<file path="src/hw/ocfsc_params.svh">
// Register offsets, field positions, reset values and encodings for the compare unit
`ifndef OCFSC_PARAMS_SVH
`define OCFSC_PARAMS_SVH

// Register word addresses
`define OCFSC_A_CON2 4'h0
`define OCFSC_A_CTRL 4'h1
`define OCFSC_A_STAT 4'h2
`define OCFSC_A_DUTY_LO 4'h3
`define OCFSC_A_DUTY_HI 4'h4
`define OCFSC_A_PER_LO 4'h5
`define OCFSC_A_PER_HI 4'h6
`define OCFSC_A_COUNT_LO 4'h7
`define OCFSC_A_COUNT_HI 4'h8

// Second control register fields
`define OCFSC_B_FAULT_HOLD 15
`define OCFSC_B_FAULT_LEVEL 14
`define OCFSC_B_FAULT_FLOAT 13
`define OCFSC_B_INVERT 12
`define OCFSC_B_CASCADE 8
`define OCFSC_B_TRIG_SEL 7
`define OCFSC_B_TRIG_FLAG 6
`define OCFSC_B_OUT_FLOAT 5
`define OCFSC_CON2_RST 16'h000c
`define OCFSC_CON2_WMASK 16'hf1bf

// Control and status fields
`define OCFSC_B_RUN 0
`define OCFSC_B_FAULT_EN 1
`define OCFSC_B_FAULT_FLAG 0

// Source select codes
`define OCFSC_SEL_NONE 5'h00
`define OCFSC_SEL_SEQ 5'h0a

`endif

</file>
<file path="src/hw/ocfsc_pkg.sv">
// Types shared by the compare unit files
package ocfsc_pkg;
    typedef enum logic [1:0] {
        TS_OFF,
        TS_HELD,
        TS_RUN
    } ocfsc_tstate_t;
endpackage

</file>
<file path="src/hw/ocfsc_fault.sv">
// Fault flag keeper with hold or auto-exit release
`timescale 1ns/10ps
module ocfsc_fault (
    input wire logic clk,
    input wire logic nrst,
    input wire logic fault_in,
    input wire logic fault_en,
    input wire logic hold_mode,
    input wire logic sw_clear,
    output logic fault_flag,
    output logic restart
);
    logic flag_q;
    logic flag_d;
    logic set_ev;

    assign set_ev = fault_in && fault_en;

    // Set wins over any release in the same cycle
    always_comb begin
        flag_d = flag_q;
        if (set_ev) begin
            flag_d = 1'b1;
        end else if (flag_q && hold_mode) begin
            flag_d = !sw_clear;
        end else if (flag_q) begin
            flag_d = 1'b0;
        end
    end

    always_ff @(posedge clk) begin
        if (!nrst) begin
            flag_q <= 1'b0;
        end else begin
            flag_q <= flag_d;
        end
    end

    assign fault_flag = flag_q;
    // Falling flag starts a fresh period
    assign restart = flag_q && !flag_d;
endmodule

</file>
<file path="src/hw/ocfsc_top.sv">
// Output compare unit with fault, invert, cascade and trigger/sync control
// Operation
// - Hold mode keeps fault until software clears
// - Fault drives output at fault level bit
// - Fault float enable floats pin in fault
// - Invert bit inverts compare output
// - Cascade enable makes a 32-bit compare
// - Trigger mode holds timer until source event
// - Sync mode restarts timer on source event
// - Triggered flag set by hardware on a source event in trigger mode while on
// - Output float bit releases the pin
// - Switching unit off pulses trigger out
// - One sequencer output per unit, by index
// - Select field bits 4:0, reset 0x000c
//
// Local design decisions: the plain strobed port and the address map.
`timescale 1ns/10ps
`include "ocfsc_params.svh"
module ocfsc_top #(
    parameter logic [1:0] UNIT_INDEX = 2'h0
) (
    input wire logic clk,
    input wire logic nrst,
    input wire logic [3:0] addr,
    input wire logic [15:0] wdata,
    input wire logic wr,
    input wire logic rd,
    output logic [15:0] rdata,
    input wire logic [31:0] src_event,
    input wire logic [3:0] seq_trig,
    input wire logic fault_in,
    output logic cmp_out,
    output logic cmp_oe,
    output logic trig_out
);
    logic [15:0] con2_q;
    logic [1:0] ctrl_q;
    logic [15:0] duty_lo_q;
    logic [15:0] duty_hi_q;
    logic [15:0] per_lo_q;
    logic [15:0] per_hi_q;
    logic [31:0] cnt_q;
    logic [31:0] cnt_d;
    logic trig_flag_q;
    logic [15:0] rdata_q;
    logic cmp_out_q;
    logic cmp_oe_q;
    logic trig_out_q;
    logic run_n;
    logic ev;
    logic trig_mode;
    logic cascade;
    logic fault_flag;
    logic fault_restart;
    logic [31:0] duty;
    logic [31:0] period;
    logic period_end;
    logic raw;
    logic wr_con2;
    logic wr_ctrl;
    ocfsc_pkg::ocfsc_tstate_t tstate;

    // Pick the event source; the sequencer code maps to this unit's own output
    function automatic logic src_pick(input logic [4:0] sel, input logic [31:0] srcs,
                                      input logic [3:0] seq);
        logic r;
        r = 1'b0;
        if (sel == `OCFSC_SEL_SEQ) begin
            r = seq[UNIT_INDEX];
        end else if (sel != `OCFSC_SEL_NONE) begin
            r = srcs[sel];
        end
        return r;
    endfunction

    // Address match used by the register writes; reads decode addr in their own case
    function automatic logic hit(input logic [3:0] a, input logic [3:0] want);
        return a == want;
    endfunction

    assign wr_con2 = wr && hit(addr, `OCFSC_A_CON2);
    assign wr_ctrl = wr && hit(addr, `OCFSC_A_CTRL);
    // Self-selection is software's to avoid; the mux does not guard it
    assign ev = src_pick(con2_q[4:0], src_event, seq_trig);
    assign trig_mode = con2_q[`OCFSC_B_TRIG_SEL];
    assign cascade = con2_q[`OCFSC_B_CASCADE];
    assign run_n = wr_ctrl ? wdata[`OCFSC_B_RUN] : ctrl_q[`OCFSC_B_RUN];

    // Upper halves only count when cascaded
    assign duty = cascade ? {duty_hi_q, duty_lo_q} : {16'h0000, duty_lo_q};
    assign period = cascade ? {per_hi_q, per_lo_q} : {16'h0000, per_lo_q};
    // At or past the period, so a period lowered below the count still wraps
    assign period_end = (cnt_q >= period);
    assign raw = (tstate == ocfsc_pkg::TS_RUN) && (cnt_q < duty);

    // Timer state from enable and trigger status
    always_comb begin
        if (!ctrl_q[`OCFSC_B_RUN]) begin
            tstate = ocfsc_pkg::TS_OFF;
        end else if (trig_mode && !trig_flag_q) begin
            tstate = ocfsc_pkg::TS_HELD;
        end else begin
            tstate = ocfsc_pkg::TS_RUN;
        end
    end

    ocfsc_fault u_fault (
        .clk(clk),
        .nrst(nrst),
        .fault_in(fault_in),
        .fault_en(ctrl_q[`OCFSC_B_FAULT_EN]),
        .hold_mode(con2_q[`OCFSC_B_FAULT_HOLD]),
        .sw_clear(wr && hit(addr, `OCFSC_A_STAT) && wdata[`OCFSC_B_FAULT_FLAG]),
        .fault_flag(fault_flag),
        .restart(fault_restart)
    );

    // Second control register; status bit handled apart
    always_ff @(posedge clk) begin
        if (!nrst) begin
            con2_q <= `OCFSC_CON2_RST;
        end else if (wr_con2) begin
            con2_q <= wdata & `OCFSC_CON2_WMASK;
        end
    end

    // Run and fault enable
    always_ff @(posedge clk) begin
        if (!nrst) begin
            ctrl_q <= 2'h0;
        end else if (wr_ctrl) begin
            ctrl_q <= wdata[1:0];
        end
    end

    // Compare and period words
    always_ff @(posedge clk) begin
        if (!nrst) begin
            duty_lo_q <= 16'h0000;
            duty_hi_q <= 16'h0000;
            per_lo_q <= 16'hffff;
            per_hi_q <= 16'hffff;
        end else if (wr) begin
            if (hit(addr, `OCFSC_A_DUTY_LO)) begin
                duty_lo_q <= wdata;
            end
            if (hit(addr, `OCFSC_A_DUTY_HI)) begin
                duty_hi_q <= wdata;
            end
            if (hit(addr, `OCFSC_A_PER_LO)) begin
                per_lo_q <= wdata;
            end
            if (hit(addr, `OCFSC_A_PER_HI)) begin
                per_hi_q <= wdata;
            end
        end
    end

    // Trigger status: hardware set beats a software write; dropped when off
    always_ff @(posedge clk) begin
        if (!nrst) begin
            trig_flag_q <= 1'b0;
        end else if (ctrl_q[`OCFSC_B_RUN] && trig_mode && ev) begin
            trig_flag_q <= 1'b1;
        end else if (!ctrl_q[`OCFSC_B_RUN]) begin
            trig_flag_q <= 1'b0;
        end else if (wr_con2) begin
            trig_flag_q <= wdata[`OCFSC_B_TRIG_FLAG];
        end
    end

    // Timer next value
    always_comb begin
        cnt_d = cnt_q;
        case (tstate)
            ocfsc_pkg::TS_OFF: begin
                cnt_d = 32'h0;
            end
            ocfsc_pkg::TS_HELD: begin
                cnt_d = 32'h0;
            end
            ocfsc_pkg::TS_RUN: begin
                if (fault_restart || period_end) begin
                    cnt_d = 32'h0;
                end else if (!trig_mode && ev) begin
                    cnt_d = 32'h0;
                end else begin
                    cnt_d = cnt_q + 32'h1;
                end
            end
            default: begin
                cnt_d = 32'h0;
            end
        endcase
    end

    always_ff @(posedge clk) begin
        if (!nrst) begin
            cnt_q <= 32'h0;
        end else begin
            cnt_q <= cnt_d;
        end
    end

    // Pin level: fault level overrides the inverted compare result
    always_ff @(posedge clk) begin
        if (!nrst) begin
            cmp_out_q <= 1'b0;
        end else if (fault_flag) begin
            cmp_out_q <= con2_q[`OCFSC_B_FAULT_LEVEL];
        end else begin
            cmp_out_q <= raw ^ con2_q[`OCFSC_B_INVERT];
        end
    end

    // Pin drive enable
    always_ff @(posedge clk) begin
        if (!nrst) begin
            cmp_oe_q <= 1'b0;
        end else begin
            cmp_oe_q <= !con2_q[`OCFSC_B_OUT_FLOAT]
                && !(fault_flag && con2_q[`OCFSC_B_FAULT_FLOAT]);
        end
    end

    // Trigger out to peers: period end, and one pulse when switched off
    always_ff @(posedge clk) begin
        if (!nrst) begin
            trig_out_q <= 1'b0;
        end else begin
            trig_out_q <= (ctrl_q[`OCFSC_B_RUN] && !run_n)
                || (tstate == ocfsc_pkg::TS_RUN && period_end);
        end
    end

    // Read data, valid the cycle after the strobe only
    always_ff @(posedge clk) begin
        if (!nrst || !rd) begin
            rdata_q <= 16'h0000;
        end else begin
            case (addr)
                `OCFSC_A_CON2: begin
                    rdata_q <= {con2_q[15:7], trig_flag_q, con2_q[5:0]};
                end
                `OCFSC_A_CTRL: begin
                    rdata_q <= {14'h0000, ctrl_q};
                end
                `OCFSC_A_STAT: begin
                    rdata_q <= {15'h0000, fault_flag};
                end
                `OCFSC_A_DUTY_LO: begin
                    rdata_q <= duty_lo_q;
                end
                `OCFSC_A_DUTY_HI: begin
                    rdata_q <= duty_hi_q;
                end
                `OCFSC_A_PER_LO: begin
                    rdata_q <= per_lo_q;
                end
                `OCFSC_A_PER_HI: begin
                    rdata_q <= per_hi_q;
                end
                `OCFSC_A_COUNT_LO: begin
                    rdata_q <= cnt_q[15:0];
                end
                `OCFSC_A_COUNT_HI: begin
                    rdata_q <= cnt_q[31:16];
                end
                default: begin
                    rdata_q <= 16'h0000;
                end
            endcase
        end
    end

    assign rdata = rdata_q;
    assign cmp_out = cmp_out_q;
    assign cmp_oe = cmp_oe_q;
    assign trig_out = trig_out_q;
endmodule

</file>
<file path="config.mk">
export PLATFORM = sky130hd
export DESIGN_NAME = ocfsc_top
export DESIGN_NICKNAME = d
export VERILOG_FILES = /design/src/hw/ocfsc_pkg.sv /design/src/hw/ocfsc_fault.sv /design/src/hw/ocfsc_top.sv
export VERILOG_INCLUDE_DIRS = /design/src /design/src/hw
export SDC_FILE = /design/constraint.sdc
export NUM_CORES = 1
export LEC_CHECK = 0
export BUFFER_PORTS_ARGS = -buffer_cell sky130_fd_sc_hd__buf_2
export CAP_MARGIN = 20
export CORE_ASPECT_RATIO = 1.2
export CORE_UTILIZATION = 50
export CTS_BUF_LIST = sky130_fd_sc_hd__clkbuf_4 sky130_fd_sc_hd__clkbuf_8
export DETAILED_ROUTE_END_ITERATION = 16
export GPL_TIMING_DRIVEN = 1
export PLACE_DENSITY_LB_ADDON = 0.1
export RECOVER_POWER = 50
export SYNTH_ARGS = -nofsm -noshare
export SYNTH_HDL_FRONTEND = slang
export SYNTH_SLANG_ARGS = --single-unit
</file>
<file path="constraint.sdc">
create_clock -name clk -period 5.1 [get_ports clk]
set_clock_uncertainty 0.15 [all_clocks]
set_input_delay 1.02 -clock clk [delete_from_list [all_inputs] [get_ports clk]]
set_output_delay 1.02 -clock clk [all_outputs]
set_load 0.05 [all_outputs]
</file>
# == Word level (Yosys, flattened, before mapping) ==
# Cells that the tools add are included.
# classes
order_cmp,3
reduce_logical,35
n_addsub,1
n_bitwise,3
muxes,16
n_eq_ne,11
# op_table
op,n
$pmux W16 S9,1
$mux W32,2
$add A32 B1 Y32 const B,1
$ge A32 B32 Y1,1
$lt A32 B32 Y1,1
$eq A4 B3 Y1 const B,4
$logic_and A1 B1 Y1,16
$mux W1,10
$logic_not A1 Y1,9
$eq A4 B2 Y1 const B,2
$reduce_and A2 Y1,4
$lt A5 B6 Y1 const B,1
$bmux W1 S5,1
$eq A5 B4 Y1 const B,1
$reduce_bool A5 Y1,1
$eq A4 B1 Y1 const B,1
$eq A4 B4 Y1 const B,1
$logic_not A4 Y1,1
$mux W2,2
$reduce_or A4 Y1,1
$logic_or A1 B1 Y1,3
$ne A3 B1 Y1 const B,1
$eq A2 B2 Y1 const B,1
$not A1 Y1,2
$xor A1 B1 Y1,1
# totals
register_bits,131
output_inout_bits,19

# == Longest topological paths before layout ==
# Gate-level depths: netlist of run 1.
# logic_depth
depth_word,10
ltp_mapped,11
depth_no_buf,8

# == Modules after synthesis ==
# From an unflattened synthesis of run 1, not the netlist that was laid out.
# unflattened
cells_unflattened,923
hier_area_um2,7415.9
# modules_own_cells
mod,area_per_inst_um2,instances,cells_each,seq_area_each_um2
ocfsc_top,7365.8,1,916,2602.5
ocfsc_fault,50.0,1,7,20.0

# == Least setup slack after synthesis of run 1 ==
# Ideal clock, no wire load.
# synth_timing
path_type,reg2reg
start,reg con2_q[8]
end,reg cnt_q[10]
arrival_ns,2.503
path_slack_ns,2.369
setup_time_ns,0.078
t_required_ns,4.872
n_path_buf,3
path_stages_with_launch,12
synth_period_minus_slack_ns,2.731
cell_sequence,dfxtp_1 clkbuf_1 clkbuf_1 nand2_1 ha_1 a21oi_1 nand2_1 a221o_1 a211o_1 a21o_2 clkbuf_1 nor3_1
# synth_between
elab_chain_len,4
# synth_lines
element,line_no,rtl
"start, declared",ocfsc_top.sv:36,logic [15:0] con2_q;
"start signal, assigned",ocfsc_top.sv:121,con2_q <= `OCFSC_CON2_RST;
"start signal, assigned",ocfsc_top.sv:123,con2_q <= wdata & `OCFSC_CON2_WMASK;
$mux W32,ocfsc_top.sv:91,"assign period = cascade ? {per_hi_q, per_lo_q} : {16'h0000, per_lo_q};"
$ge A32 B32 Y1,ocfsc_top.sv:93,assign period_end = (cnt_q >= period);
$logic_or A1 B1 Y1,ocfsc_top.sv:183,if (fault_restart || period_end) begin
$reduce_or A4 Y1 (no line),-,
"end signal, assigned",ocfsc_top.sv:201,cnt_q <= cnt_d;
"end, declared",ocfsc_top.sv:42,logic [31:0] cnt_q;
# No other way between the ends.
# A chain may end at the register's enable or synchronous reset.

# == Worst setup path after layout of run 1 ==
# layout_timing
start,in addr[1]
end,reg per_hi_q[15]
# layout_between
elab_chain_len,2
# layout_lines
element,line_no,rtl
"start, declared",ocfsc_top.sv:24,"input wire logic [3:0] addr,"
$eq A4 B3 Y1,ocfsc_top.sv:78,return a == want;
$reduce_and A2 Y1 (no line),-,
"end signal, assigned",ocfsc_top.sv:154,per_hi_q <= wdata;
"end, declared",ocfsc_top.sv:41,logic [15:0] per_hi_q;
# No other way between the ends.

==> results of run 1 <==
-- registers in the layout, summed over array words and instances, names as in the netlist, 2 cells and up --
name	count
per_hi_q	16
per_lo_q	16
ctrl_q	2
cnt_q	32
duty_hi_q	16
rdata	16
duty_lo_q	16
con2_q	12
-- critical path: cells and delay by family --
| kind | cells | cell delay (ns) |
|---|---|---|
| buf+inv | 2 | 1.49 |
| simple gates | 5 | 1.38 |
-- cell usage in the layout, fill, tap and decap left out, types with 6 or more instances in the layout --
cell type / synthesis / routed
nand2_1: 222 / 222
dfxtp_1: 131 / 131
a21oi_1: 74 / 74
ha_1: 64 / 64
buf_2: 5 / 54
inv_1: 38 / 39
nor3_1: 37 / 37
nand3_1: 36 / 36
clkbuf_1: 40 / 27
nor2_1: 22 / 22
xor2_1: 21 / 21
o211ai_1: 18 / 18
o21ai_0: 18 / 18
a222oi_1: 18 / 18
clkbuf_8: 0 / 18
a22oi_1: 17 / 17
mux2i_1: 15 / 15
nand4_1: 15 / 15
a31oi_1: 15 / 15
xnor2_1: 9 / 9
and3_1: 6 / 6
nand2b_1: 6 / 6
buf_4: 0 / 6
-- kinds of logic (layout without fill, tap and decap cells) --
logic type / Yosys count / after routing / synth area share, %
buffers and inverters: 92 / 158 / 5.617
AO/OA/AOI/OAI: 192 / 192 / 17.28
multiplexers: 21 / 21 / 3.881
adder cells (fa/ha/maj): 64 / 64 / 10.89
XOR/XNOR: 30 / 30 / 3.575
flip-flops: 131 / 131 / 35.68
AND/OR/NAND/NOR: 374 / 374 / 23.08
-- power by group through the flow --
stage                     clock, mW  combinational (mW)  sequential (mW)
after floorplan                   0              0.0832             1.07
after global placement            0               0.151             1.07
after detailed placement          0               0.152             1.07
after CTS                     0.996               0.153             1.05
after global routing           1.05               0.164             1.05
final                         0.985               0.153             1.05
-- worst max-delay path by stage --
stage	cells past startpoint	from	endpoint
6_report	7	addr[1]	per_hi_q[15]
5_1_grt	7	addr[1]	per_hi_q[15]
4_1_cts	9	con2_q[8]	cmp_out
3_5_place_dp	6	addr[2]	duty_hi_q[14]
3_3_place_gp	6	addr[3]	duty_hi_q[12]
2_1_floorplan	11	con2_q[8]	cnt_q[10]
-- per-stage QoR --
step / util, % / setup WS [ns]
after floorplan: - / 2.369
after global placement: 54.17 / 1.557
after detailed placement: 54.17 / 1.543
after CTS: 57.24 / 1.751
after global routing: 56.79 / 1.365
final: 56.79 / 1.362
-- final cells by class --
class / instances / area [µm²] / share of cell area [%]
Multi-Input combinational cell: 681 / 4307 / 52.83
Sequential cell: 131 / 2623 / 32.17
Timing Repair Buffer: 87 / 416.7 / 5.111
Clock buffer: 20 / 262.8 / 3.223
Tap cell: 175 / 219.0 / 2.686
Clock inverter: 12 / 177.7 / 2.180
Inverter: 39 / 146.4 / 1.796
-- per-layer routing --
metal	up-vias	track usage (%)
met5	-	0
met4	0	15.93
met3	67	6.957
met2	321	49.31
met1	3237	41.09
li1	3335	-
==> results.md, run 1 <==
* CTS buffer count at 17
* Worst EP required at 5.28 ns
* Post-synth top flop: dfxtp_1
* Row Count at 48
* Most frequent cell after synthesis: nand2_1
* Total core area at 14350 µm²
* DIE WIDTH at 112.7 µm
* DR WL/cell at 20.15 µm
* Total power at 2.184 mW
* Die Y-Extent at 134.8 µm
* Failing checks: capacitance limit, slew limit
* Slowest CP cell: clkbuf_1
* Net Sw Power at 540.3 µW
* Part of the power in combinational logic at 7.0%
* Final Hold Fails at 0
* Ranking of synthesized cells by area: dfxtp_1 (36%), nand2_1 (11%), ha_1 (11%), a21oi_1 (5.0%), nor3_1 (2.5%)
* DRT Wirelength at 23070 µm
* CTS tree: yes
* Critical path class: in2reg
* Post-route cell area at 8152 µm²
* Crit Reg-Reg Startpoint: con2_q[8]
* Worst Path Max Fanout at 18
* Fin crit share at 73.29%
* Via-to-Cell Ratio at 6.079
* Synth top cells by count: nand2_1 (222), dfxtp_1 (131), a21oi_1 (74)
* Met3 Wirelength at 1735 µm
* DR top layer: met4
* Clk slew on worst S/H paths at 0.07 ns
* Worst rel slew slack at -8.185%
* Finished Layout Cells at 1145
* Antenna Violating Nets Remaining at 0
* Clk Tree Root Cell: clkbuf_8
* Layout cell share with drive strength beyond 1 at 11.34%
* Setup violations, final at 0
* Critical path's largest stage delay at 0.84 ns
* VDD IR max at 0.0002136 V
* Initial antenna violation count at 0
* Post-Syn Area at 7351 µm²
* Worst slew pin tran at 1.621 ns
* Vias in the first global route at 6511
* Global-route wire length before repair at 35970 µm
* Critical Path Sink Type: flip-flop
* Worst r2r path cells at 9
* Final #Nets at 1082
* Max-slew violations at 46
* Hold Path End: duty_lo_q[11]
* Avg Inst Size Synth at 8.131 µm²
* Outcome: finished, violations left
* Mapped Nets at 1029
* Achievable Freq at 267.5 MHz
* Hold path cells at 2
* Initial core utilization at 51.21%
* Distinct cells, synth at 64
* Total GRT Usage at 31.58%
* Flop2flop setup slack at 1.71 ns
* Sequential fraction of the synthesis area at 35.68%
* Pleak at 3.178 nW
* Register share of total power at 47.9%
* Total number of vias at 6960
* Iteration-0 DRC Markers at 693
* CP Cell Sequence: clkbuf_1, nand2b_1, nor2_1, clkbuf_1, nand2_1, nand2_1, nand3_1
* Post-synth EDFFs at 0
* Crit path DAT at 3.91 ns
* Setup TNS at 0 ns
* CTS resizes at 0
* Number of hold buffers added after CTS at 0
* FFs w/ async S/R, synth at 0%
* Fillers at 1406
* Yosys warns at 0
* Maxcap violations at 1
* Min Hold Slack at 0.3261 ns
* Metal1 wirelength at 10130 µm
* Post-CTS setup buffer count at 0
* Synth top area share at 35.68%
* Syn-to-layout area delta at 10.89%
* Placed cell area at 7775 µm²
* Number of remaining DRC errors at 0
* Min-delay src: duty_lo_q[11]
* Port buffer count at 75
* RSZ-0062 raised after global routing: no
* IO Pins at 80
* CTS H-tree lvls at 4
* Yosys top cell by area: dfxtp_1
* Startpoint Class: input pin
* Post-route minimum period at 3.738 ns
* Dpl hpwl at 16600 µm
* GRT overflow at 0
* Hold Path Class: reg2reg
* # diodes at 0
* Drt pass-1 iters at 6
* Placed cells at 1113
* Clock latency on the worst-skew pair at 0.47 ns
* Die Area at 15190 µm²
* Clock power share at 45.1%
* Clk sink count at 131
* WL met2 at 10300 µm
* Power Dens Cells at 267.9 nW/µm²
* Reg2reg end: cmp_out
* Placer Congestion at 0.9343
* Switching share of power at 24.74%
* Cells after Synth at 904
* #FFs+latches synth at 131
* Cell-internal power at 1.643 mW
* Largest net degree at the start of global routing at 46
* Clk buf depth at 2
(Power assumes the default switching activity.)
==> run 2, diff against run 1 <==
==> constraint.sdc (replaced) <==
create_clock -name clk -period 3.2 [get_ports clk]
set_clock_uncertainty 0.15 [all_clocks]
set_input_delay 0.64 -clock clk [delete_from_list [all_inputs] [get_ports clk]]
set_output_delay 0.64 -clock clk [all_outputs]
set_load 0.05 [all_outputs]
==> run 2 against run 1 <==
Against the previous run: global-route usage down 0.13 points; count of clock-buffer cells in the layout down 3; critical path depth down 1; combinational power up 64%; sequential cell count unchanged; the flow now finishes without violations.
==> results.md, run 2 (same netlist as run 1, synthesis figures left out) <==
* Post-CTS setup buffer count at 0
* Crit path DAT at 3.21 ns
* Number of hold buffers added after CTS at 0
* Worst EP required at 3.37 ns
* CP bufs+invs at 2
* Hold Path End: per_hi_q[9]
* Power Dens Cells at 414.6 nW/µm²
* Total number of vias at 6990
* Clk slew on worst S/H paths at 0.08 ns
* Placer Congestion at 0.9998
* Setup TNS at 0 ns
* Critical path's largest stage delay at 1.22 ns
* Placed cell area at 7983 µm²
* Worst rel slew slack at 11.15%
* CP startpoint: addr[1]
* Metal1 wirelength at 10320 µm
* Worst Path Max Fanout at 18
* Dpl hpwl at 17280 µm
* Die Y-Extent at 134.8 µm
* Post-route cell area at 8338 µm²
* Biggest register: cnt_q
* Final Hold Fails at 0
* Max-slew violations at 0
* Commonest non-fill, non-tap cells in the layout: nand2_1 (222), dfxtp_1 (131), a21oi_1 (74)
* DR top layer: met4
* Reg2reg end: cmp_out
* Crit Reg-Reg Startpoint: con2_q[8]
* VDD IR max at 0.0002664 V
* Via-to-Cell Ratio at 5.969
* DRT Wirelength at 22930 µm
* Flop2flop setup slack at 0.38 ns
* Iteration-0 DRC Markers at 810
* Drt pass-1 iters at 7
* Global-route wire length before repair at 35740 µm
* Maxcap violations at 0
* Hold path cells at 3
* Clk Tree Root Cell: clkbuf_8
* Total core area at 14350 µm²
* CTS tree: yes
* Row Count at 48
* Syn-to-layout area delta at 13.43%
* Final WS setup at 0.1601 ns
* WL met2 at 10310 µm
* Initial antenna violation count at 0
* Pleak at 3.299 nW
* CP Cell Sequence: clkbuf_1, nor4_1, buf_4, nand2_1, nand2_1, a21oi_1
* DIE WIDTH at 112.7 µm
* Die Area at 15190 µm²
* Met3 Wirelength at 1693 µm
* CTS H-tree lvls at 4
* Worst slew pin tran at 1.321 ns
* Largest net degree at the start of global routing at 35
* Slowest CP cell: nor4_1
* Initial core utilization at 51.21%
* Port buffer count at 75
* Post-route minimum period at 3.040 ns
* Vias in the first global route at 6427
* Worst r2r path cells at 11
* Commonest non-fill, non-tap cell in the layout: nand2_1
* Clock latency on the worst-skew pair at 0.47 ns
* Clk buf depth at 2
* Most common cell on crit path: nand2_1
* GRT overflow at 0
* Outcome: completed
* Critical Path Sink Type: flip-flop
* Achievable Freq at 329.0 MHz
* Min-delay src: wdata[9]
* Critical path class: in2reg
* Fin crit share at 95.00%
* RSZ-0062 raised after global routing: no
* DR WL/cell at 19.58 µm
* Top delay family on crit path: simple AND/OR/NAND/NOR gates
* CTS resizes at 0
* Dpl ws at 0.3754 ns
* Hold Path Class: in2reg
* Number of remaining DRC errors at 0
* Final #Nets at 1108
* IO Pins at 80
* Total GRT Usage at 31.46%
* Total power at 3.457 mW
* Startpoint Class: input pin
* Setup violations, final at 0
* # diodes at 0
* CTS buffer count at 17
* Clk sink count at 131
* Final Core Density at 58.09%
* Antenna Violating Nets Remaining at 0
* Layout cell share with drive strength beyond 1 at 13.35%
* Max reg flops at 32
## run 2: cell count changes in the layout (fill, tap and decap cells not counted), sizes merged
| cell | before | now |
|---|---|---|
| clkinv | 2 | 1 |
| inv | 41 | 46 |
| clkbuf | 47 | 46 |
| buf | 60 | 84 |
| bufinv | 4 | 3 |
## run 2: worst max path at each step
stage	endpoint	depth (start not counted)
2_1_floorplan	cnt_q[10]	11
3_3_place_gp	cnt_q[26]	7
3_5_place_dp	cnt_q[6]	7
4_1_cts	cnt_q[6]	6
5_1_grt	rdata[5]	8
6_report	con2_q[15]	6
## run 2: per-layer routing
layer / global-route usage (%) / vias up
li1: - / 3378
met1: 43.33 / 3252
met2: 49.14 / 315
met3: 4.892 / 45
met4: 12.89 / 0
met5: 0 / -
## run 2: report_power, final
| group | total, mW | leakage, nW | internal, mW | switching [mW] |
|---|---|---|---|---|
| clock | 1.54 | 0.204 | 0.792 | 0.749 |
| sequential | 1.67 | 1.06 | 1.65 | 0.0166 |
| combinational | 0.251 | 2.04 | 0.0912 | 0.159 |
## run 2: final cells by class
class	count	area, µm²
repair buffers	113	619.3
multi-input cells	681	4302
well taps	175	219.0
fillers	1413	6016
flip-flops and latches	131	2623
inverters	39	146.4
clock buffers	17	234.0
clock inverters	15	195.2
## run 2: metrics by stage
stage,cells,hold WS (ns)
after global placement,1139,0.3130
after detailed placement,1139,0.3224
after floorplan,904,0.2657
after CTS,1171,0.2633
after global routing,1171,0.2760
final,1171,0.2900
## run 2: worst min-delay path, stage by stage
cell and delay [ns]:
buf_2 0.12, nand2_1 0.05, nand3_1 0.07
==> run 3, diff against run 2 <==
--- a/config.mk
+++ b/config.mk
@@ -9,11 +9,10 @@
 export BUFFER_PORTS_ARGS = -buffer_cell sky130_fd_sc_hd__buf_2
 export CAP_MARGIN = 20
 export CORE_ASPECT_RATIO = 1.2
-export CORE_UTILIZATION = 50
+export CORE_UTILIZATION = 40
 export CTS_BUF_LIST = sky130_fd_sc_hd__clkbuf_4 sky130_fd_sc_hd__clkbuf_8
 export DETAILED_ROUTE_END_ITERATION = 16
 export GPL_TIMING_DRIVEN = 1
-export PLACE_DENSITY_LB_ADDON = 0.1
 export RECOVER_POWER = 50
 export SYNTH_ARGS = -nofsm -noshare
 export SYNTH_HDL_FRONTEND = slang
==> constraint.sdc (replaced) <==
create_clock -name clk -period 3.1 [get_ports clk]
set_clock_uncertainty 0.15 [all_clocks]
set_input_delay 0.62 -clock clk [delete_from_list [all_inputs] [get_ports clk]]
set_output_delay 0.62 -clock clk [all_outputs]
set_load 0.05 [all_outputs]
==> run 3 against run 2 <==
Against the previous run: wire length grew 6.8%; sequential cell count stayed put; via count increased by 1.7%; critical path type unchanged; largest power group unchanged.
==> results.md, run 3 (same netlist as run 1, synthesis figures left out) <==
* Outcome: completed
* Setup violations, final at 0
* DIE WIDTH at 125.8 µm
* CTS tree: yes
* Commonest non-fill, non-tap cell in the layout: nand2_1
* Syn-to-layout area delta at 14.06%
* Critical Path Sink Type: flip-flop
* Post-route minimum period at 2.894 ns
* Max reg flops at 32
* Antenna Violating Nets Remaining at 0
* Vias in the first global route at 6670
* Biggest register: cnt_q
* Final Hold Fails at 0
* Fin crit share at 93.37%
* Clk buf depth at 2
* CTS buffer count at 17
* Total number of vias at 7108
* Clock latency on the worst-skew pair at 0.46 ns
* Die Area at 18930 µm²
* Worst EP required at 3.25 ns
* Critical path class: in2reg
* Clk sink count at 131
* Global-route wire length before repair at 37490 µm
* CTS H-tree lvls at 4
* Total core area at 17770 µm²
* Setup TNS at 0 ns
* Placed cells at 1192
* Power Dens Cells at 389.4 nW/µm²
* Crit path DAT at 3.04 ns
* Worst slew pin tran at 1.134 ns
* Initial antenna violation count at 0
* Cell-internal power at 2.385 mW
* Largest net degree at the start of global routing at 35
* Port buffer count at 75
* Die Y-Extent at 150.5 µm
* Achievable Freq at 345.5 MHz
* Layout cell share with drive strength beyond 1 at 14.04%
* Dpl ws at 0.2703 ns
* Max-slew violations at 0
* Dpl hpwl at 18370 µm
* Part of the power in combinational logic at 8.2%
* Hold Path Class: in2reg
* Startpoint Class: input pin
* GRT overflow at 0
* Net Sw Power at 879.6 µW
* RSZ-0062 raised after global routing: no
* Row Count at 53
* CTS resizes at 0
* Iteration-0 DRC Markers at 766
* Number of hold buffers added after CTS at 0
* Clk slew on worst S/H paths at 0.08 ns
* # diodes at 0
* Drt pass-1 iters at 9
* Switching share of power at 26.94%
* DRT Wirelength at 24490 µm
* VDD IR max at 0.0001865 V
* DR WL/cell at 20.00 µm
* Commonest non-fill, non-tap cells in the layout: nand2_1 (222), dfxtp_1 (131), a21oi_1 (74)
* Post-CTS setup buffer count at 0
* Number of remaining DRC errors at 0
* Flop2flop setup slack at 0.22 ns
* Finished Layout Cells at 1224
* Maxcap violations at 0
* Via-to-Cell Ratio at 5.807
* Placer Congestion at 0.9428
* Worst rel slew slack at 24.43%
* Clk Tree Root Cell: clkbuf_8
* IO Pins at 80
* Final WS setup at 0.2056 ns
* Worst Path Max Fanout at 18
* Final #Nets at 1116
* Clock power share at 39.2%
* Initial core utilization at 41.36%
* Min Hold Slack at 0.2783 ns
* Total GRT Usage at 26.70%
* Register share of total power at 52.7%
* Pleak at 3.314 nW
run 3: changes by cell type in the layout (fill, tap and decap cells not counted), sizes merged:
| cell | previous run | this run |
|---|---|---|
| clkbuf | 46 | 53 |
| inv | 46 | 39 |
| clkinvlp | 4 | 2 |
| bufinv | 3 | 0 |
| clkinv | 1 | 8 |
| buf | 84 | 90 |
run 3: final timing paths:
kind | start | end | cells past startpoint
setup reg to reg | con2_q[8] | cnt_q[27] | 9
setup / recovery | addr[1] | con2_q[2] | 6
hold / removal | wdata[9] | per_hi_q[9] | 3
hold reg to reg | duty_lo_q[8] | duty_lo_q[8] | 2
run 3: per-stage QoR:
stage | area (µm²) | utilization, % | total power [mW]
finish | 8384 | 47.18 | 3.265
global route | 8384 | 47.18 | 3.368
CTS | 8446 | 47.52 | 3.278
detailed placement | 8112 | 45.64 | 2.024
global placement | 8112 | 45.64 | 2.022
floorplan | 7351 | - | 1.901
run 3: cell type report:
type | instances | area (µm²)
clock buffers | 22 | 271.5
clock inverters | 10 | 62.56
flip-flops and latches | 131 | 2623
repair buffers | 121 | 684.4
well taps | 220 | 275.3
inverters | 39 | 146.4
fillers | 1840 | 9388
multi-input cells | 681 | 4322
run 3: layer usage:
| layer | global-route usage [%] | vias up | share of wire, % |
|---|---|---|---|
| li1 | - | 3400 | - |
| met1 | 33.92 | 3320 | 42 |
| met2 | 44.50 | 329 | 47 |
| met3 | 4.264 | 59 | 7.1 |
| met4 | 12.41 | 0 | 3.5 |
| met5 | 0 | - | 0 |
run 3: power groups by stage:
stage	Clock (mW)	Sequential, mW	Combinational, mW
final	1.28	1.72	0.266
after global routing	1.36	1.72	0.285
after CTS	1.29	1.72	0.267
after detailed placement	0	1.76	0.266
after global placement	0	1.76	0.264
after floorplan	0	1.76	0.137
run 3: worst max-delay path: stages:
cell and delay [ns]:
clkbuf_1 0.44, nor4_4 0.38, clkbuf_1 0.78, nand2_1 0.54
nand2_1 0.19, nand3_1 0.08
